### src/pkg/umbc_defs.svh
// register map, field positions, reset values and divider counts of the mode/baud slice
`ifndef UMBC_DEFS_SVH
`define UMBC_DEFS_SVH

`define UMBC_ADDR_W 8
`define UMBC_DATA_W 32

// word indices; byte address is four times the index
`define UMBC_SMC_IDX 6'h08
`define UMBC_BPV_IDX 6'h09
`define UMBC_CTL7_IDX 6'h0a
`define UMBC_STAT_IDX 6'h0b
`define UMBC_MASK_IDX 6'h0c

`define UMBC_SMC_RESET 8'h00
`define UMBC_BPV_RESET 16'h0000
`define UMBC_EVT_RESET 3'h0
`define UMBC_SMC_WMASK 8'h07

`define UMBC_FDS_BIT 0
`define UMBC_BDS_BIT 1
`define UMBC_SIE_BIT 2

`define UMBC_EV_RX 0
`define UMBC_EV_TX 1
`define UMBC_EV_FE 2
`define UMBC_EV_W 3

`define UMBC_DIV_BAUD_FAST 16
`define UMBC_DIV_BAUD_SLOW 64
`define UMBC_DIV_SYS_FAST 32
`define UMBC_DIV_SYS_SLOW 64

`define UMBC_RESP_OKAY 2'b00
`define UMBC_RESP_SLVERR 2'b10

`endif

### src/pkg/umbc_pkg.sv
// types shared by the mode/baud configuration slice
package umbc_pkg;

  typedef enum logic [0:0] {
    UMBC_W_IDLE = 1'b0,
    UMBC_W_RESP = 1'b1
  } umbc_wr_state_type;

  typedef enum logic [0:0] {
    UMBC_R_IDLE = 1'b0,
    UMBC_R_DATA = 1'b1
  } umbc_rd_state_type;

  typedef logic [15:0] umbc_phase_type;

endpackage

### src/hdl/umbc_phase_acc.sv
// phase accumulator that turns the baud phase value into baud ticks
`timescale 1ns/1ps
module umbc_phase_acc #(
  parameter int WIDTH = 16
) (
  input wire logic clk,
  input wire logic rst_n,
  input wire logic [WIDTH-1:0] phase,
  output logic tick
);
  import umbc_pkg::*;

  logic [WIDTH-1:0] acc_q;
  logic tick_q;
  logic [WIDTH:0] sum;

  assign sum = {1'b0, acc_q} + {1'b0, phase};

  // add the phase every system clock, tick on each carry out
  always_ff @(posedge clk or negedge rst_n) begin
    if (!rst_n) begin
      acc_q <= '0;
      tick_q <= 1'b0;
    end else begin
      acc_q <= sum[WIDTH-1:0];
      tick_q <= sum[WIDTH];
    end
  end

  assign tick = tick_q;
endmodule

### src/hdl/umbc_rate_div.sv
// final bit-rate divider: 16/64 of baud ticks or 32/64 of the system clock
`timescale 1ns/1ps
`include "umbc_defs.svh"
module umbc_rate_div #(
  parameter int CNT_W = 6
) (
  input wire logic clk,
  input wire logic rst_n,
  input wire logic baud_tick,
  input wire logic use_sys_clk,
  input wire logic fast_sel,
  input wire logic run,
  output logic bit_en
);
  import umbc_pkg::*;

  logic [CNT_W-1:0] cnt_q;
  logic [CNT_W-1:0] last;
  logic step;
  logic bit_en_q;

  always_comb begin
    if (use_sys_clk) begin
      last = fast_sel ? CNT_W'(`UMBC_DIV_SYS_FAST - 1) : CNT_W'(`UMBC_DIV_SYS_SLOW - 1);
    end else begin
      last = fast_sel ? CNT_W'(`UMBC_DIV_BAUD_FAST - 1) : CNT_W'(`UMBC_DIV_BAUD_SLOW - 1);
    end
  end

  assign step = run && (use_sys_clk || baud_tick);

  always_ff @(posedge clk or negedge rst_n) begin
    if (!rst_n) begin
      cnt_q <= '0;
      bit_en_q <= 1'b0;
    end else if (!run) begin
      cnt_q <= '0;
      bit_en_q <= 1'b0;
    end else begin
      bit_en_q <= step && (cnt_q >= last);
      if (step) begin
        cnt_q <= (cnt_q >= last) ? '0 : cnt_q + 1'b1;
      end
    end
  end

  assign bit_en = bit_en_q;
endmodule

### src/hdl/umbc_uart1_cfg.sv
// mode and baud configuration slice of serial port 1 with its register bus slave
//
// Implementation choice: register access over AXI4-Lite.
`timescale 1ns/1ps
`include "umbc_defs.svh"
module umbc_uart1_cfg (
  input wire logic SYS_CLK,
  input wire logic RST_N,
  input wire logic [`UMBC_ADDR_W-1:0] S_AXI_AWADDR,
  input wire logic S_AXI_AWVALID,
  output logic S_AXI_AWREADY,
  input wire logic [`UMBC_DATA_W-1:0] S_AXI_WDATA,
  input wire logic [3:0] S_AXI_WSTRB,
  input wire logic S_AXI_WVALID,
  output logic S_AXI_WREADY,
  output logic [1:0] S_AXI_BRESP,
  output logic S_AXI_BVALID,
  input wire logic S_AXI_BREADY,
  input wire logic [`UMBC_ADDR_W-1:0] S_AXI_ARADDR,
  input wire logic S_AXI_ARVALID,
  output logic S_AXI_ARREADY,
  output logic [`UMBC_DATA_W-1:0] S_AXI_RDATA,
  output logic [1:0] S_AXI_RRESP,
  output logic S_AXI_RVALID,
  input wire logic S_AXI_RREADY,
  input wire logic MODE_BIT_ONE,
  input wire logic RX_DONE_FLAG,
  input wire logic TX_DONE_FLAG,
  input wire logic STOP_BIT_INVALID,
  output logic MODE_BIT_ZERO,
  output logic FRAMING_DETECT_SELECT,
  output logic BAUD_DIVIDER_SELECT,
  output logic FRAMING_ERROR_FLAG,
  output logic SERIAL_IRQ_REQ,
  output umbc_pkg::umbc_phase_type BAUD_PHASE,
  output logic BAUD_TICK,
  output logic BIT_RATE_EN,
  output logic IRQ
);
  import umbc_pkg::*;

  // word index of a byte address
  function automatic logic [5:0] word_idx(input logic [`UMBC_ADDR_W-1:0] a);
    word_idx = a[`UMBC_ADDR_W-1:2];
  endfunction

  // true for an address that hits one of the five words
  function automatic logic is_mapped(input logic [`UMBC_ADDR_W-1:0] a);
    logic [5:0] w;
    w = a[`UMBC_ADDR_W-1:2];
    is_mapped = (w == `UMBC_SMC_IDX) || (w == `UMBC_BPV_IDX) || (w == `UMBC_CTL7_IDX)
      || (w == `UMBC_STAT_IDX) || (w == `UMBC_MASK_IDX);
  endfunction

  // byte-lane merge of new data into an old byte
  function automatic logic [7:0] lane(input logic [7:0] old, input logic [7:0] nw,
                                      input logic en);
    lane = en ? nw : old;
  endfunction

  // bus side state
  umbc_wr_state_type wr_state_q;
  umbc_rd_state_type rd_state_q;
  logic aw_held_q;
  logic [`UMBC_ADDR_W-1:0] aw_addr_q;
  logic w_held_q;
  logic [`UMBC_DATA_W-1:0] w_data_q;
  logic [3:0] w_strb_q;
  logic [1:0] bresp_q;
  logic [`UMBC_DATA_W-1:0] rdata_q;
  logic [1:0] rresp_q;
  logic [`UMBC_DATA_W-1:0] rd_word;

  // configuration and status state
  logic [7:0] smc_q;
  umbc_phase_type bpv_q;
  logic mode0_q;
  logic fe_q;
  logic [2:0] stat_q;
  logic [2:0] mask_q;
  logic rx_prev_q;
  logic tx_prev_q;

  // decoded write strobes
  logic do_write;
  logic [5:0] wr_idx;
  logic wr_smc;
  logic wr_bpv;
  logic wr_ctl7;
  logic wr_stat;
  logic wr_mask;
  logic fe_set;
  logic [2:0] ev;
  logic fds;
  logic mode2;
  logic mode13;
  logic baud_tick;

  // ---------------- write channel ----------------
  assign S_AXI_AWREADY = !aw_held_q && (wr_state_q == UMBC_W_IDLE);
  assign S_AXI_WREADY = !w_held_q && (wr_state_q == UMBC_W_IDLE);
  assign S_AXI_BVALID = (wr_state_q == UMBC_W_RESP);
  assign S_AXI_BRESP = bresp_q;

  assign do_write = aw_held_q && w_held_q && (wr_state_q == UMBC_W_IDLE);
  assign wr_idx = word_idx(aw_addr_q);
  assign wr_smc = do_write && (wr_idx == `UMBC_SMC_IDX);
  assign wr_bpv = do_write && (wr_idx == `UMBC_BPV_IDX);
  assign wr_ctl7 = do_write && (wr_idx == `UMBC_CTL7_IDX) && w_strb_q[0];
  assign wr_stat = do_write && (wr_idx == `UMBC_STAT_IDX) && w_strb_q[0];
  assign wr_mask = do_write && (wr_idx == `UMBC_MASK_IDX) && w_strb_q[0];

  // address and data may arrive in either order; each is held until the write
  always_ff @(posedge SYS_CLK or negedge RST_N) begin
    if (!RST_N) begin
      aw_held_q <= 1'b0;
      aw_addr_q <= '0;
    end else if (S_AXI_AWVALID && S_AXI_AWREADY) begin
      aw_held_q <= 1'b1;
      aw_addr_q <= S_AXI_AWADDR;
    end else if (do_write) begin
      aw_held_q <= 1'b0;
    end
  end

  always_ff @(posedge SYS_CLK or negedge RST_N) begin
    if (!RST_N) begin
      w_held_q <= 1'b0;
      w_data_q <= '0;
      w_strb_q <= '0;
    end else if (S_AXI_WVALID && S_AXI_WREADY) begin
      w_held_q <= 1'b1;
      w_data_q <= S_AXI_WDATA;
      w_strb_q <= S_AXI_WSTRB;
    end else if (do_write) begin
      w_held_q <= 1'b0;
    end
  end

  always_ff @(posedge SYS_CLK or negedge RST_N) begin
    if (!RST_N) begin
      wr_state_q <= UMBC_W_IDLE;
      bresp_q <= `UMBC_RESP_OKAY;
    end else begin
      case (wr_state_q)
        UMBC_W_IDLE: begin
          if (do_write) begin
            wr_state_q <= UMBC_W_RESP;
            bresp_q <= is_mapped(aw_addr_q) ? `UMBC_RESP_OKAY : `UMBC_RESP_SLVERR;
          end
        end
        UMBC_W_RESP: begin
          if (S_AXI_BREADY) begin
            wr_state_q <= UMBC_W_IDLE;
          end
        end
        default: begin
          wr_state_q <= UMBC_W_IDLE;
        end
      endcase
    end
  end

  // ---------------- read channel ----------------
  assign S_AXI_ARREADY = (rd_state_q == UMBC_R_IDLE);
  assign S_AXI_RVALID = (rd_state_q == UMBC_R_DATA);
  assign S_AXI_RDATA = rdata_q;
  assign S_AXI_RRESP = rresp_q;

  always_comb begin
    rd_word = '0;
    case (word_idx(S_AXI_ARADDR))
      `UMBC_SMC_IDX: rd_word[7:0] = smc_q & `UMBC_SMC_WMASK;
      `UMBC_BPV_IDX: rd_word[15:0] = bpv_q;
      `UMBC_CTL7_IDX: rd_word[0] = fds ? fe_q : mode0_q;
      `UMBC_STAT_IDX: rd_word[2:0] = stat_q;
      `UMBC_MASK_IDX: rd_word[2:0] = mask_q;
      default: rd_word = '0;
    endcase
  end

  always_ff @(posedge SYS_CLK or negedge RST_N) begin
    if (!RST_N) begin
      rd_state_q <= UMBC_R_IDLE;
      rdata_q <= '0;
      rresp_q <= `UMBC_RESP_OKAY;
    end else begin
      case (rd_state_q)
        UMBC_R_IDLE: begin
          if (S_AXI_ARVALID) begin
            rd_state_q <= UMBC_R_DATA;
            rdata_q <= rd_word;
            rresp_q <= is_mapped(S_AXI_ARADDR) ? `UMBC_RESP_OKAY : `UMBC_RESP_SLVERR;
          end
        end
        UMBC_R_DATA: begin
          if (S_AXI_RREADY) begin
            rd_state_q <= UMBC_R_IDLE;
          end
        end
        default: begin
          rd_state_q <= UMBC_R_IDLE;
        end
      endcase
    end
  end

  // ---------------- mode configuration ----------------
  always_ff @(posedge SYS_CLK or negedge RST_N) begin
    if (!RST_N) begin
      smc_q <= `UMBC_SMC_RESET;
    end else if (wr_smc && w_strb_q[0]) begin
      smc_q <= w_data_q[7:0] & `UMBC_SMC_WMASK;
    end
  end

  assign fds = smc_q[`UMBC_FDS_BIT];

  always_ff @(posedge SYS_CLK or negedge RST_N) begin
    if (!RST_N) begin
      bpv_q <= `UMBC_BPV_RESET;
    end else if (wr_bpv) begin
      bpv_q[7:0] <= lane(bpv_q[7:0], w_data_q[7:0], w_strb_q[0]);
      bpv_q[15:8] <= lane(bpv_q[15:8], w_data_q[15:8], w_strb_q[1]);
    end
  end

  // control bit 7: mode bit zero, or the framing error flag
  always_ff @(posedge SYS_CLK or negedge RST_N) begin
    if (!RST_N) begin
      mode0_q <= 1'b0;
    end else if (wr_ctl7 && !fds) begin
      mode0_q <= w_data_q[0];
    end
  end

  assign fe_set = fds && STOP_BIT_INVALID;

  // set wins over a software clear in the same cycle; writing one has no effect
  always_ff @(posedge SYS_CLK or negedge RST_N) begin
    if (!RST_N) begin
      fe_q <= 1'b0;
    end else if (fe_set) begin
      fe_q <= 1'b1;
    end else if (wr_ctl7 && fds && !w_data_q[0]) begin
      fe_q <= 1'b0;
    end
  end

  // ---------------- events and interrupt ----------------
  always_ff @(posedge SYS_CLK or negedge RST_N) begin
    if (!RST_N) begin
      rx_prev_q <= 1'b0;
      tx_prev_q <= 1'b0;
    end else begin
      rx_prev_q <= RX_DONE_FLAG;
      tx_prev_q <= TX_DONE_FLAG;
    end
  end

  assign ev[`UMBC_EV_RX] = RX_DONE_FLAG && !rx_prev_q;
  assign ev[`UMBC_EV_TX] = TX_DONE_FLAG && !tx_prev_q;
  assign ev[`UMBC_EV_FE] = fe_set;

  // write one to clear; a new event in the same cycle keeps the bit set
  always_ff @(posedge SYS_CLK or negedge RST_N) begin
    if (!RST_N) begin
      stat_q <= `UMBC_EVT_RESET;
    end else begin
      stat_q <= ev | (stat_q & ~(wr_stat ? w_data_q[2:0] : 3'h0));
    end
  end

  always_ff @(posedge SYS_CLK or negedge RST_N) begin
    if (!RST_N) begin
      mask_q <= `UMBC_EVT_RESET;
    end else if (wr_mask) begin
      mask_q <= w_data_q[2:0];
    end
  end

  assign IRQ = |(stat_q & mask_q);
  assign SERIAL_IRQ_REQ = smc_q[`UMBC_SIE_BIT] && (RX_DONE_FLAG || TX_DONE_FLAG);

  // ---------------- baud generation ----------------
  assign mode2 = mode0_q && !MODE_BIT_ONE;
  assign mode13 = MODE_BIT_ONE;

  umbc_phase_acc #(
    .WIDTH(16)
  ) u_acc (
    .clk(SYS_CLK),
    .rst_n(RST_N),
    .phase(bpv_q),
    .tick(baud_tick)
  );

  umbc_rate_div #(
    .CNT_W(6)
  ) u_div (
    .clk(SYS_CLK),
    .rst_n(RST_N),
    .baud_tick(baud_tick),
    .use_sys_clk(mode2),
    .fast_sel(smc_q[`UMBC_BDS_BIT]),
    .run(mode2 || mode13),
    .bit_en(BIT_RATE_EN)
  );

  assign BAUD_TICK = baud_tick;
  assign BAUD_PHASE = bpv_q;
  assign MODE_BIT_ZERO = mode0_q;
  assign FRAMING_DETECT_SELECT = fds;
  assign BAUD_DIVIDER_SELECT = smc_q[`UMBC_BDS_BIT];
  assign FRAMING_ERROR_FLAG = fe_q;

endmodule

### config.mk
export PLATFORM = sky130hd
export DESIGN_NAME = umbc_uart1_cfg
export DESIGN_NICKNAME = d
export VERILOG_FILES = /design/src/pkg/umbc_pkg.sv /design/src/hdl/umbc_phase_acc.sv /design/src/hdl/umbc_rate_div.sv /design/src/hdl/umbc_uart1_cfg.sv
export VERILOG_INCLUDE_DIRS = /design/src /design/src/pkg
export SDC_FILE = /design/constraint.sdc
export NUM_CORES = 1
export LEC_CHECK = 0
export BUFFER_PORTS_ARGS = -buffer_cell sky130_fd_sc_hd__buf_2
export CORE_ASPECT_RATIO = 0.8
export CORE_MARGIN = 1
export CORE_UTILIZATION = 50
export CTS_BUF_LIST = sky130_fd_sc_hd__clkbuf_2 sky130_fd_sc_hd__clkbuf_4 sky130_fd_sc_hd__clkbuf_8
export CTS_CLUSTER_DIAMETER = 200
export CTS_CLUSTER_SIZE = 14
export DETAILED_ROUTE_END_ITERATION = 10
export PLACE_DENSITY = 0.83
export SETUP_SLACK_MARGIN = 0.5
export SYNTH_ARGS = -nofsm -noshare
export SYNTH_HDL_FRONTEND = slang
export SYNTH_SLANG_ARGS = --single-unit
### constraint.sdc
create_clock -name SYS_CLK -period 2.2 [get_ports SYS_CLK]
set_clock_uncertainty 0.2 [all_clocks]
set_input_delay 0.44 -clock SYS_CLK [delete_from_list [all_inputs] [get_ports SYS_CLK]]
set_output_delay 0.44 -clock SYS_CLK [all_outputs]
set_load 0.01 [all_outputs]
==> report_table.html, run 1 <==
<table>
<tr><th>Metric</th><th>Value</th></tr>
<tr><th colspan="2">Power and ir drop</th></tr>
<tr><td>Standby leakage power</td><td>approximately 0.0033 uW</td></tr>
<tr><td>Pwr dens</td><td>between 1000 and 1500 nW/um^2</td></tr>
<tr><td>Post-layout total power</td><td>roughly 8600 uW</td></tr>
<tr><td>Peak supply drop</td><td>approximately 0.51 mV</td></tr>
<tr><th colspan="2">Placed design</th></tr>
<tr><td>RD Place Congestion</td><td>0.868</td></tr>
<tr><td>Port Buffers</td><td>a little under 90</td></tr>
<tr><td>Pre-CTS setup slack</td><td>0.0311 ns</td></tr>
<tr><td>HPWL after DPL</td><td>8000 um</td></tr>
<tr><th colspan="2">Synthesis</th></tr>
<tr><td>Number of storage elements in the synthesis netlist</td><td>99</td></tr>
<tr><td>Number of warning messages in the yosys log</td><td>0</td></tr>
<tr><td>Distinct cell type count after synthesis</td><td>66</td></tr>
<tr><td>Async SR Flop Fraction</td><td>100%</td></tr>
<tr><td>Register area share after synthesis</td><td>approximately half</td></tr>
<tr><td>Count of mapped cells out of synthesis</td><td>436</td></tr>
<tr><td>Most frequently used flop master after synthesis</td><td>dfrtp_1</td></tr>
<tr><td>Average footprint of a synthesized cell</td><td>between 10 and 15 um^2</td></tr>
<tr><td>Post-synthesis instance area</td><td>about 4900 um^2</td></tr>
<tr><td>Count of flip-flops with a built-in enable after synthesis</td><td>0</td></tr>
<tr><th colspan="2">Timing</th></tr>
<tr><td>Final cycle utilization of the critical path</td><td>between 90% and 100%</td></tr>
<tr><td>Worst Max-Slew Pin Slew</td><td>~0.65 ns</td></tr>
<tr><td>Final Critical Period</td><td>approximately 2.2 ns</td></tr>
<tr><td>RSZ-0062 raised after global routing</td><td>yes</td></tr>
<tr><td>Worst Setup Slack, final</td><td>0.00749 ns</td></tr>
<tr><td>Final number of setup-violating endpoints</td><td>0</td></tr>
<tr><td>Hold Violations, Final</td><td>0</td></tr>
<tr><td>Final count of pins violating max slew</td><td>0</td></tr>
<tr><td>Highest achievable clock rate</td><td>~460 MHz</td></tr>
<tr><td>Hold WS</td><td>between 0.02 and 0.03 ns</td></tr>
<tr><td>Headroom to the max-slew limit</td><td>a little under three fifths</td></tr>
<tr><th colspan="2">Detailed routing</th></tr>
<tr><td>Initial DRC Count</td><td>about 420</td></tr>
<tr><td>Routed Wire Length</td><td>about 14000 um</td></tr>
<tr><td>Wire length per cell</td><td>~20 um</td></tr>
<tr><td>Via count normalized by instance count</td><td>between 6 and 7</td></tr>
<tr><td>Number of vias after detailed routing</td><td>about 4200</td></tr>
<tr><td>Antenna Violating Nets Remaining</td><td>0</td></tr>
<tr><td>Number of remaining DRC errors</td><td>0</td></tr>
<tr><td>Detailed Routing Iterations Pass 1</td><td>5</td></tr>
<tr><th colspan="2">Global route</th></tr>
<tr><td>Wire length of the first global-routing pass</td><td>20500 um</td></tr>
<tr><td>Most utilized layer in the global route result</td><td>met2</td></tr>
<tr><td>Met2 Resource Use GR</td><td>about two fifths</td></tr>
<tr><td>GR Util All Layers</td><td>25.2%</td></tr>
<tr><td>Overall overflow remaining after global route</td><td>0</td></tr>
<tr><td>Initial antenna violation count</td><td>0</td></tr>
<tr><td>Largest net degree at the start of global routing</td><td>39</td></tr>
<tr><td>Via count of the first global-routing pass</td><td>4025</td></tr>
<tr><td>Global Route met3 Usage</td><td>under 10%</td></tr>
<tr><td>Met1 track utilization from global routing</td><td>35.2%</td></tr>
<tr><th colspan="2">Clock tree</th></tr>
<tr><td>Clock tree from TritonCTS</td><td>done</td></tr>
<tr><td>Maximum count of clock buffers along a single path</td><td>2</td></tr>
<tr><td>Number of H-tree branching levels</td><td>3</td></tr>
<tr><td>Clock network latency to the later pin of the worst-skew pair</td><td>about 0.38 ns</td></tr>
<tr><td>Clock Tree Root</td><td>clkbuf_8</td></tr>
<tr><td>Clock buffer count from CTS</td><td>9</td></tr>
<tr><td>Register clock-pin slew on the reported worst setup and hold paths</td><td>0.11 ns</td></tr>
<tr><td>Clock tree sinks</td><td>about 100</td></tr>
<tr><th colspan="2">Floorplan</th></tr>
<tr><td>Die Span X</td><td>~110 um</td></tr>
<tr><td>Die Area</td><td>slightly above 10000 um^2</td></tr>
<tr><td>Total I/O pin count</td><td>around 130</td></tr>
<tr><td>Total number of placement rows</td><td>32</td></tr>
<tr><td>Die H</td><td>between 90 and 100 um</td></tr>
<tr><td>Core area</td><td>approximately 9600 um^2</td></tr>
<tr><td>Starting density of the core</td><td>roughly half</td></tr>
<tr><th colspan="2">Critical path</th></tr>
<tr><td>Crit Path Category</td><td>reg -&gt; reg</td></tr>
<tr><td>Critical Path Max Stage Delay</td><td>between 0.3 and 0.4 ns</td></tr>
<tr><td>Bufs and invs on worst path</td><td>0</td></tr>
<tr><td>Highest net fanout along the worst path</td><td>3</td></tr>
<tr><td>Crit path DAT</td><td>around 2.3 ns</td></tr>
<tr><td>Cells along the critical path</td><td>ha_2 &gt; fa_2 &gt; a21o_1 &gt; a311oi_4 &gt; o21bai_1 &gt; a21oi_2 &gt; xnor2_1</td></tr>
<tr><td>Crit-path slowest cell</td><td>dfrtp_1</td></tr>
<tr><td>Dominant delay contributor by cell family on the critical path</td><td>compound AO/OA/AOI/OAI gates</td></tr>
<tr><td>Startpoint type of the worst setup path</td><td>register</td></tr>
<tr><td>Element type at the critical path end</td><td>register</td></tr>
<tr><td>Required time at the endpoint of the critical path</td><td>~2.3 ns</td></tr>
<tr><th colspan="2">Layout</th></tr>
<tr><td>Filler Cell Count</td><td>roughly 630</td></tr>
<tr><td>Diodes inserted</td><td>0</td></tr>
<tr><td>Post-synthesis to final-layout area growth</td><td>35.8%</td></tr>
<tr><td>Net count reported at finish</td><td>around 650</td></tr>
<tr><td>Fraction of final layout cells with drive strength greater than 1</td><td>a little under half</td></tr>
<tr><td>Sequential cell area in the final layout</td><td>2480 um^2</td></tr>
<tr><td>Combined area of the multi-input logic cells</td><td>about 2700 um^2</td></tr>
<tr><th colspan="2">Run status</th></tr>
<tr><td>Result of the run</td><td>finished, final reports clean</td></tr>
<tr><th colspan="2">Run</th></tr>
<tr><td>Number of max-capacitance violations reported</td><td>0</td></tr>
<tr><th colspan="2">Hold path</th></tr>
<tr><td>Type of the worst min-delay path</td><td>in -&gt; reg</td></tr>
</table>
==> area by class of cell <==
class / count / share of cell area [%]
clock buffer: 12 / 2.38
clock inverter: 4 / 0.486
multi-input combinational: 312 / 40.9
tap: 119 / 2.23
inverter: 10 / 0.561
timing repair buffer: 139 / 16.4
sequential: 99 / 37.0
==> cell usage after synthesis, types with 9 or more instances <==
library cell,number,area [um^2]
nor2_1,20,75.1
a22o_1,9,78.8
buf_4,18,135
dfrtp_1,99,2480
o21ai_0,14,70.1
a21oi_1,22,110
ha_1,19,238
inv_1,10,37.5
mux2_2,48,541
nand2_1,44,165
nand3_1,25,125
==> sequential cells by signal (all words and copies together) (netlist names) <==
register            flops
BAUD_PHASE             16
S_AXI_RDATA            16
u_acc.acc_q            16
w_data_q               16
aw_addr_q               6
u_div.cnt_q             6
mask_q                  3
smc_q                   3
stat_q                  3
w_strb_q                2
FRAMING_ERROR_FLAG      1
MODE_BIT_ZERO           1
S_AXI_BRESP             1
S_AXI_BVALID            1
S_AXI_RRESP             1
S_AXI_RVALID            1
aw_held_q               1
rx_prev_q               1
tx_prev_q               1
u_acc.tick              1
u_div.bit_en            1
w_held_q                1
==> path summary, 6_finish.rpt <==
kind                            startpoint              end  slack (ns)  cells past startpoint
hold / removal                S_AXI_BREADY     S_AXI_BVALID        0.03                      2
max in group asynchronous            RST_N        stat_q[2]        0.96                      3
hold reg to reg            S_AXI_RDATA[12]  S_AXI_RDATA[12]        0.27                      2
setup / recovery            u_acc.acc_q[0]   u_acc.acc_q[8]       0.007                      7
min in group asynchronous            RST_N   BAUD_PHASE[13]        0.31                      2
setup reg to reg            u_acc.acc_q[0]   u_acc.acc_q[8]       0.007                      7
==> timing repair <==
action / in CTS / in global routing
gates resized for setup: 52 / 53
setup buffers: 17 / 11
pin swaps: 22 / 9
hold buffers: 2 / 1
cloned: 0 / 1
setup endpoints to repair: 53 / 92
endpoints found under the hold margin: 25 / 1
==> cells in the final DEF, fill, tap and decap left out, types with 11 or more instances in the layout <==
cell type	synthesis	final
nor2_1	20	14
mux2_2	48	25
clkbuf_8	0	11
buf_2	5	73
a21oi_1	22	11
conb_1	1	18
nand2_1	44	42
mux2_4	0	23
dfrtp_1	99	98
buf_4	18	20
nand3_1	25	22
buf_6	1	36
==> power by group <==
group / total [uW] / switching [uW] / internal [uW]
sequential: 3010 / 592 / 2420
combinational: 4380 / 2110 / 2270
clock: 1180 / 685 / 493
==> metal layers <==
metal	vias up	part of all wire (%)
li1	1794	-
met1	2097	44
met2	229	47
met3	51	5.8
met4	0	3.7
met5	-	0
==> cell families after synthesis <==
| family | Yosys count | share of synthesized area, % |
|---|---|---|
| flops | 99 | 50.3 |
| fa+ha+maj | 20 | 5.23 |
| compound gates | 81 | 11.4 |
| xor+xnor | 9 | 1.60 |
| buf+inv | 42 | 4.88 |
| mux | 51 | 11.6 |
| other cells | 1 | 0.0761 |
| simple gates | 133 | 14.9 |
==> metrics by stage <==
stage	cell area [um^2]	setup TNS, ns	instances	util (%)
CTS	6340	0	682	66.0
floorplan	5150	0	453	-
global placement	5710	0	647	59.4
finish	6690	0	695	69.6
detailed placement	5710	0	647	59.4
global route	6690	-0.180	695	69.6
Note: power is estimated with default switching activity, not from simulation.
==> inputs of run 2 (changes only) <==
--- a/config.mk
+++ b/config.mk
@@ -8,13 +8,14 @@
 export LEC_CHECK = 0
 export BUFFER_PORTS_ARGS = -buffer_cell sky130_fd_sc_hd__buf_2
 export CORE_ASPECT_RATIO = 0.8
-export CORE_MARGIN = 1
+export CORE_MARGIN = 4
 export CORE_UTILIZATION = 50
 export CTS_BUF_LIST = sky130_fd_sc_hd__clkbuf_2 sky130_fd_sc_hd__clkbuf_4 sky130_fd_sc_hd__clkbuf_8
 export CTS_CLUSTER_DIAMETER = 200
 export CTS_CLUSTER_SIZE = 14
 export DETAILED_ROUTE_END_ITERATION = 10
-export PLACE_DENSITY = 0.83
+export GPL_ROUTABILITY_DRIVEN = 1
+export PLACE_DENSITY = 0.8
 export SETUP_SLACK_MARGIN = 0.5
 export SYNTH_ARGS = -nofsm -noshare
 export SYNTH_HDL_FRONTEND = slang
==> report_table.html, run 2 (synthesized netlist as in run 1, its figures left out) <==
<table>
<tr><th>Metric</th><th>Value</th></tr>
<tr><th colspan="2">Run status</th></tr>
<tr><td>Result of the run</td><td>finished with violations</td></tr>
<tr><td>Violations in the final reports</td><td>setup timing</td></tr>
<tr><th colspan="2">Global route</th></tr>
<tr><td>Largest net degree at the start of global routing</td><td>42 (+7.7%)</td></tr>
<tr><td>Overall overflow remaining after global route</td><td>0 (unchanged)</td></tr>
<tr><td>Wire length of the first global-routing pass</td><td>21300 um (+4.1%)</td></tr>
<tr><td>Via count of the first global-routing pass</td><td>4089 (+1.6%)</td></tr>
<tr><td>Initial antenna violation count</td><td>1 (+1)</td></tr>
<tr><td>GR Util All Layers</td><td>23.1% (-2.1 points)</td></tr>
<tr><th colspan="2">Floorplan</th></tr>
<tr><td>Starting density of the core</td><td>51.3% (unchanged)</td></tr>
<tr><td>Total I/O pin count</td><td>128 (unchanged)</td></tr>
<tr><td>Die Area</td><td>11500 um^2 (+12%)</td></tr>
<tr><td>Die H</td><td>96.8 um (+6.6%)</td></tr>
<tr><td>Total number of placement rows</td><td>32 (unchanged)</td></tr>
<tr><td>Core area</td><td>9610 um^2 (unchanged)</td></tr>
<tr><td>Die Span X</td><td>119 um (+5.3%)</td></tr>
<tr><th colspan="2">Layout</th></tr>
<tr><td>Leading cell types in the layout, fill and taps excluded</td><td>96 x dfrtp_1, 73 x buf_2, 44 x nand2_1</td></tr>
<tr><td>Net count reported at finish</td><td>667 (+2.0%)</td></tr>
<tr><td>Post-synthesis to final-layout area growth</td><td>37.8%</td></tr>
<tr><td>Combined area of the multi-input logic cells</td><td>2760 um^2 (+0.64%)</td></tr>
<tr><td>Filler Cell Count</td><td>620 (-1.4%)</td></tr>
<tr><td>Fraction of final layout cells with drive strength greater than 1</td><td>47.4% (+1.2 points)</td></tr>
<tr><td>Leading cell type in the layout, fill and taps excluded</td><td>dfrtp_1</td></tr>
<tr><td>Sequential cell area in the final layout</td><td>2480 um^2 (+0.10%)</td></tr>
<tr><th colspan="2">Critical path</th></tr>
<tr><td>Critical R2R Launch</td><td>u_acc.acc_q[0]</td></tr>
<tr><td>Startpoint type of the worst setup path</td><td>register</td></tr>
<tr><td>Crit path DAT</td><td>2.44 ns (+0.14 ns)</td></tr>
<tr><td>Required time at the endpoint of the critical path</td><td>2.30 ns (about the same)</td></tr>
<tr><td>Capture instance of the worst register-to-register path</td><td>u_acc.acc_q[8]</td></tr>
<tr><td>Crit Path Category</td><td>reg -&gt; reg</td></tr>
<tr><td>Worst setup path start</td><td>u_acc.acc_q[0]</td></tr>
<tr><td>Setup slack, reg-to-reg</td><td>-0.14 ns (-0.15 ns)</td></tr>
<tr><td>R2r worst-path depth</td><td>7 (unchanged)</td></tr>
<tr><td>Critical Path Sink</td><td>u_acc.acc_q[8]</td></tr>
<tr><td>Element type at the critical path end</td><td>register</td></tr>
<tr><td>Highest net fanout along the worst path</td><td>3 (unchanged)</td></tr>
<tr><th colspan="2">Clock tree</th></tr>
<tr><td>Clock network latency to the later pin of the worst-skew pair</td><td>0.37 ns (about the same)</td></tr>
<tr><td>Clock buffer count from CTS</td><td>9 (unchanged)</td></tr>
<tr><td>Maximum count of clock buffers along a single path</td><td>2 (unchanged)</td></tr>
<tr><td>Number of H-tree branching levels</td><td>3 (unchanged)</td></tr>
<tr><td>Register clock-pin slew on the reported worst setup and hold paths</td><td>0.10 ns (about the same)</td></tr>
<tr><td>Clock tree from TritonCTS</td><td>done</td></tr>
<tr><td>Clock tree sinks</td><td>99 (unchanged)</td></tr>
<tr><td>Clock Tree Root</td><td>clkbuf_8</td></tr>
<tr><th colspan="2">Hold path</th></tr>
<tr><td>Type of the worst min-delay path</td><td>in -&gt; reg</td></tr>
<tr><td>Hold Path Origin</td><td>S_AXI_BREADY</td></tr>
<tr><th colspan="2">Timing</th></tr>
<tr><td>Highest achievable clock rate</td><td>428 MHz (-6.2%)</td></tr>
<tr><td>Final cycle utilization of the critical path</td><td>106% (+6.6 points)</td></tr>
<tr><td>Headroom to the max-slew limit</td><td>61.7% (+5.7 points)</td></tr>
<tr><td>Final Critical Period</td><td>2.34 ns (+0.146 ns)</td></tr>
<tr><td>Worst Setup Slack, final</td><td>-0.138 ns (-0.146 ns)</td></tr>
<tr><td>Hold Violations, Final</td><td>0 (unchanged)</td></tr>
<tr><td>Worst Max-Slew Pin Slew</td><td>0.569 ns (-0.0851 ns)</td></tr>
<tr><td>Final count of pins violating max slew</td><td>0 (unchanged)</td></tr>
<tr><td>Setup TNS</td><td>-0.621 ns (-0.621 ns)</td></tr>
<tr><td>RSZ-0062 raised after global routing</td><td>yes</td></tr>
<tr><td>Final number of setup-violating endpoints</td><td>6 (+6)</td></tr>
<tr><td>Hold WS</td><td>0.0453 ns (+0.0166 ns)</td></tr>
<tr><th colspan="2">Detailed routing</th></tr>
<tr><td>Initial DRC Count</td><td>438 (+5.0%)</td></tr>
<tr><td>Number of vias after detailed routing</td><td>4155 (-0.38%)</td></tr>
<tr><td>Via count normalized by instance count</td><td>5.86 (-2.4%)</td></tr>
<tr><td>Wire length per cell</td><td>20.7 um (+3.4%)</td></tr>
<tr><td>Detailed Routing Iterations Pass 1</td><td>7 (+2)</td></tr>
<tr><td>Routed Wire Length</td><td>14700 um (+5.5%)</td></tr>
<tr><td>Number of remaining DRC errors</td><td>0 (unchanged)</td></tr>
<tr><td>Antenna Violating Nets Remaining</td><td>0 (unchanged)</td></tr>
<tr><th colspan="2">Power and ir drop</th></tr>
<tr><td>Peak supply drop</td><td>0.586 mV (+15%)</td></tr>
<tr><td>Standby leakage power</td><td>0.00334 uW (+2.4%)</td></tr>
<tr><td>Pwr dens</td><td>1300 nW/um^2 (+1.2%)</td></tr>
<tr><th colspan="2">Run</th></tr>
<tr><td>Number of max-capacitance violations reported</td><td>0 (unchanged)</td></tr>
<tr><th colspan="2">Placed design</th></tr>
<tr><td>Port Buffers</td><td>87 (unchanged)</td></tr>
<tr><td>Pre-CTS setup slack</td><td>0.00608 ns (-0.0250 ns)</td></tr>
<tr><td>RD Place Congestion</td><td>0.841 (-3.1%)</td></tr>
<tr><td>HPWL after DPL</td><td>8440 um (+5.5%)</td></tr>
</table>
-- run 2: per-layer routing --
metal / track usage, % / wire [um]
met5: 0 / 0
met4: 7.57 / 516
met3: 5.38 / 842
met2: 37.4 / 7040
met1: 31.0 / 6270
-- run 2: power by group --
part | switching [uW] | internal (uW) | total, uW
clock | 664 | 577 | 1240
sequential | 601 | 2420 | 3030
combinational | 2150 | 2390 | 4540
-- run 2: metrics by stage --
stage | cell area (um^2) | total power [uW] | std cells | utilization, %
2_1_floorplan | 5150 | 5200 | 453 | -
3_3_place_gp | 5700 | 5900 | 649 | 59.3
3_5_place_dp | 5700 | 6080 | 649 | 59.3
4_1_cts | 6470 | 8090 | 693 | 67.4
5_1_grt | 6790 | 9240 | 709 | 70.7
6_report | 6790 | 8810 | 709 | 70.7
-- run 2: worst min-delay path by stage --
stage / to / slack (ns) / cells past startpoint
floorplan: BAUD_PHASE[0] / -0.06 / 0
global placement: BAUD_PHASE[11] / 0.16 / 1
detailed placement: BAUD_PHASE[11] / 0.17 / 1
CTS: S_AXI_RVALID / 0.04 / 2
global route: S_AXI_BVALID / 0.04 / 2
finish: S_AXI_BVALID / 0.05 / 2
-- run 2: what timing repair did --
| action | CTS | global route |
|---|---|---|
| hold buffers | 3 | 0 |
| setup endpoints to repair | 56 | 85 |
| cloned | 0 | 0 |
| buffers inserted | 25 | 15 |
| pin swaps | 30 | 16 |
| endpoints found under the hold margin | 23 | 0 |
| gates resized for setup | 61 | 49 |
-- run 2: area by class of cell --
class                      instances  area share, %
clock buffer                      11           2.14
sequential                        99           36.5
multi-input combinational        312           40.6
antenna                            1         0.0369
clock inverter                     5          0.903
timing repair buffer             152           17.1
tap                              119           2.19
inverter                          10          0.553
-- run 2: worst max-delay path, cell delays in order (launching register included) --
cell	delay [ns]
dfrtp_1	0.43
ha_2	0.22
fa_2	0.37
a21o_1	0.23
a311oi_4	0.33
o21bai_1	0.14
a21oi_2	0.20
xnor2_1	0.13
==> inputs of run 3 (changes only) <==
--- a/config.mk
+++ b/config.mk
@@ -9,13 +9,13 @@
 export BUFFER_PORTS_ARGS = -buffer_cell sky130_fd_sc_hd__buf_2
 export CORE_ASPECT_RATIO = 0.8
 export CORE_MARGIN = 4
-export CORE_UTILIZATION = 50
+export CORE_UTILIZATION = 37
 export CTS_BUF_LIST = sky130_fd_sc_hd__clkbuf_2 sky130_fd_sc_hd__clkbuf_4 sky130_fd_sc_hd__clkbuf_8
 export CTS_CLUSTER_DIAMETER = 200
 export CTS_CLUSTER_SIZE = 14
 export DETAILED_ROUTE_END_ITERATION = 10
 export GPL_ROUTABILITY_DRIVEN = 1
-export PLACE_DENSITY = 0.8
+export PLACE_DENSITY = 0.63
 export SETUP_SLACK_MARGIN = 0.5
 export SYNTH_ARGS = -nofsm -noshare
 export SYNTH_HDL_FRONTEND = slang
==> report_table.html, run 3 (synthesized netlist as in run 1, its figures left out) <==
<table>
<tr><th>Metric</th><th>Value</th></tr>
<tr><th colspan="2">Floorplan</th></tr>
<tr><td>Die H</td><td>111 um (+15%)</td></tr>
<tr><td>Core area</td><td>13000 um^2 (+35%)</td></tr>
<tr><td>Die Span X</td><td>137 um (+15%)</td></tr>
<tr><td>Total number of placement rows</td><td>37 (+16%)</td></tr>
<tr><td>Die Area</td><td>15200 um^2 (+32%)</td></tr>
<tr><td>Starting density of the core</td><td>38.0% (-13 points)</td></tr>
<tr><td>Total I/O pin count</td><td>128 (unchanged)</td></tr>
<tr><th colspan="2">Timing</th></tr>
<tr><td>Worst Max-Slew Pin Slew</td><td>0.687 ns (+0.118 ns)</td></tr>
<tr><td>Final cycle utilization of the critical path</td><td>98.8% (-7.5 points)</td></tr>
<tr><td>Highest achievable clock rate</td><td>460 MHz (+7.6%)</td></tr>
<tr><td>Headroom to the max-slew limit</td><td>53.7% (-7.9 points)</td></tr>
<tr><td>Final number of setup-violating endpoints</td><td>0 (-6)</td></tr>
<tr><td>RSZ-0062 raised after global routing</td><td>yes</td></tr>
<tr><td>Final Critical Period</td><td>2.17 ns (-0.165 ns)</td></tr>
<tr><td>Final count of pins violating max slew</td><td>0 (unchanged)</td></tr>
<tr><td>Hold Violations, Final</td><td>0 (unchanged)</td></tr>
<tr><th colspan="2">Layout</th></tr>
<tr><td>Diodes inserted</td><td>0 (-1)</td></tr>
<tr><td>Net count reported at finish</td><td>670 (+0.45%)</td></tr>
<tr><td>Final Non-Filler Cells</td><td>767 (+8.2%)</td></tr>
<tr><td>Filler Cell Count</td><td>1136 (+83%)</td></tr>
<tr><td>Leading cell types in the layout, fill and taps excluded</td><td>96 x dfrtp_1, 72 x buf_2, 44 x nand2_1</td></tr>
<tr><td>Fraction of final layout cells with drive strength greater than 1</td><td>47.1% (-0.24 points)</td></tr>
<tr><td>Post-synthesis to final-layout area growth</td><td>40.3%</td></tr>
<tr><td>Leading cell type in the layout, fill and taps excluded</td><td>dfrtp_1</td></tr>
<tr><th colspan="2">Global route</th></tr>
<tr><td>Via count of the first global-routing pass</td><td>3757 (-8.1%)</td></tr>
<tr><td>Largest net degree at the start of global routing</td><td>47 (+12%)</td></tr>
<tr><td>Initial antenna violation count</td><td>0 (-1)</td></tr>
<tr><td>GR Util All Layers</td><td>16.2% (-7.0 points)</td></tr>
<tr><td>Wire length of the first global-routing pass</td><td>19300 um (-9.1%)</td></tr>
<tr><td>Overall overflow remaining after global route</td><td>0 (unchanged)</td></tr>
<tr><th colspan="2">Clock tree</th></tr>
<tr><td>Clock buffer count from CTS</td><td>9 (unchanged)</td></tr>
<tr><td>Number of H-tree branching levels</td><td>3 (unchanged)</td></tr>
<tr><td>Clock Tree Root</td><td>clkbuf_8</td></tr>
<tr><td>Clock network latency to the later pin of the worst-skew pair</td><td>0.37 ns (about the same)</td></tr>
<tr><td>Maximum count of clock buffers along a single path</td><td>2 (unchanged)</td></tr>
<tr><td>Clock tree from TritonCTS</td><td>done</td></tr>
<tr><td>Register clock-pin slew on the reported worst setup and hold paths</td><td>0.10 ns (about the same)</td></tr>
<tr><td>Clock tree sinks</td><td>99 (unchanged)</td></tr>
<tr><th colspan="2">Power and ir drop</th></tr>
<tr><td>Peak supply drop</td><td>0.385 mV (-34%)</td></tr>
<tr><td>Internal cell power</td><td>5480 uW (+1.8%)</td></tr>
<tr><td>Standby leakage power</td><td>0.00337 uW (+0.74%)</td></tr>
<tr><td>Pwr dens</td><td>1250 nW/um^2 (-3.8%)</td></tr>
<tr><td>Post-layout total power</td><td>8620 uW (-2.1%)</td></tr>
<tr><td>Power spent charging and discharging nets</td><td>3140 uW (-8.2%)</td></tr>
<tr><td>Comb power frac</td><td>50.1% (-1.5 points)</td></tr>
<tr><td>Sw frac</td><td>36.4% (-2.4 points)</td></tr>
<tr><td>Flop pwr share</td><td>34.7% (+0.3 points)</td></tr>
<tr><td>Proportion of power drawn by the clock network</td><td>15.2% (+1.1 points)</td></tr>
<tr><th colspan="2">Detailed routing</th></tr>
<tr><td>Detailed Routing Iterations Pass 1</td><td>4 (-3)</td></tr>
<tr><td>Number of remaining DRC errors</td><td>0 (unchanged)</td></tr>
<tr><td>Routed Wire Length</td><td>12600 um (-14%)</td></tr>
<tr><td>Number of vias after detailed routing</td><td>3877 (-6.7%)</td></tr>
<tr><td>Initial DRC Count</td><td>290 (-34%)</td></tr>
<tr><td>Wire length per cell</td><td>16.4 um (-21%)</td></tr>
<tr><td>Antenna Violating Nets Remaining</td><td>0 (unchanged)</td></tr>
<tr><td>Via count normalized by instance count</td><td>5.05 (-14%)</td></tr>
<tr><th colspan="2">Critical path</th></tr>
<tr><td>Cells along the critical path</td><td>ha_4 &gt; fa_2 &gt; a21o_1 &gt; a311oi_4 &gt; nor4_4 &gt; o21ai_1 &gt; xnor2_1</td></tr>
<tr><td>Required time at the endpoint of the critical path</td><td>2.29 ns (about the same)</td></tr>
<tr><td>Critical Path Max Stage Delay</td><td>0.42 ns (about the same)</td></tr>
<tr><td>Startpoint type of the worst setup path</td><td>register</td></tr>
<tr><td>Crit-path slowest cell</td><td>dfrtp_1</td></tr>
<tr><td>Element type at the critical path end</td><td>register</td></tr>
<tr><td>Highest net fanout along the worst path</td><td>3 (unchanged)</td></tr>
<tr><td>Crit path DAT</td><td>2.26 ns (-0.18 ns)</td></tr>
<tr><td>Crit Path Category</td><td>reg -&gt; reg</td></tr>
<tr><th colspan="2">Hold path</th></tr>
<tr><td>Type of the worst min-delay path</td><td>in -&gt; reg</td></tr>
<tr><th colspan="2">Placed design</th></tr>
<tr><td>Placed Cells incl. Taps</td><td>705 (+8.6%)</td></tr>
<tr><td>HPWL after DPL</td><td>8640 um (+2.4%)</td></tr>
<tr><td>Port Buffers</td><td>87 (unchanged)</td></tr>
<tr><td>RD Place Congestion</td><td>0.788 (-6.3%)</td></tr>
<tr><th colspan="2">Run status</th></tr>
<tr><td>Result of the run</td><td>finished, final reports clean</td></tr>
<tr><th colspan="2">Run</th></tr>
<tr><td>Number of max-capacitance violations reported</td><td>0 (unchanged)</td></tr>
</table>
-- run 3: repair_timing --
item	4_1_cts	5_1_grt
gates resized for setup	61	45
endpoints found under the setup margin	78	67
setup buffers	19	23
pin swaps	19	22
hold endpoints to repair	24	0
hold buffers	3	0
gates cloned	1	0
-- run 3: path summary, 6_finish.rpt --
path                       cells past startpoint  slack (ns)              end             from
min in group asynchronous                      2        0.31     w_data_q[11]            RST_N
setup / recovery                               7        0.03  u_acc.acc_q[14]    BAUD_PHASE[0]
setup reg to reg                               7        0.03  u_acc.acc_q[14]    BAUD_PHASE[0]
hold / removal                                 2        0.03     S_AXI_RVALID     S_AXI_RREADY
hold reg to reg                                2        0.27  S_AXI_RDATA[12]  S_AXI_RDATA[12]
max in group asynchronous                      3        0.91    BAUD_PHASE[1]            RST_N
-- run 3: metrics by stage --
stage          hold WS, ns  setup slack [ns]  TNS, ns  util (%)  cell area [um^2]
2_1_floorplan      -0.0556             0.113        0         -              5150
3_3_place_gp         0.173            0.0136        0      44.7              5800
3_5_place_dp         0.174           -0.0119  -0.0119      44.7              5800
4_1_cts             0.0144            0.0368        0      50.4              6530
5_1_grt             0.0193           -0.0945   -0.266      53.3              6910
6_report            0.0281            0.0264        0      53.3              6910
-- run 3: routing by layer --
layer / GRT usage (%) / routed length [um] / vias to the layer above
met2: 24.0 / 5730 / 105
li1: - / - / 1837
met1: 22.8 / 5830 / 1913
met3: 3.95 / 773 / 22
met4: 5.92 / 254 / 0
met5: 0 / 0 / -
-- run 3: power groups by stage --
stage	combinational [uW]	sequential (uW)	clock, uW
after global routing	4670	3070	1420
after CTS	3800	2960	1350
after global placement	3070	2890	0
final	4320	2990	1310
after detailed placement	3160	2930	0
after floorplan	2300	2900	0
-- run 3: layout make-up --
cell class,instances,area [um^2],area share (%)
tap,175,219,3.17
clock buffer,10,138,1.99
sequential,99,2480,35.9
clock inverter,6,88.8,1.29
inverter,10,37.5,0.543
timing repair buffer,155,1240,17.9
multi-input combinational,312,2710,39.2
-- run 3: worst max-delay path, delay by kind of cell (launching register included) --
| family | cells | cell delay (ns) |
|---|---|---|
| simple gates | 1 | 0.10 |
| flops | 1 | 0.42 |
| xor+xnor | 1 | 0.14 |
| fa+ha+maj | 2 | 0.51 |
| compound gates | 3 | 0.72 |
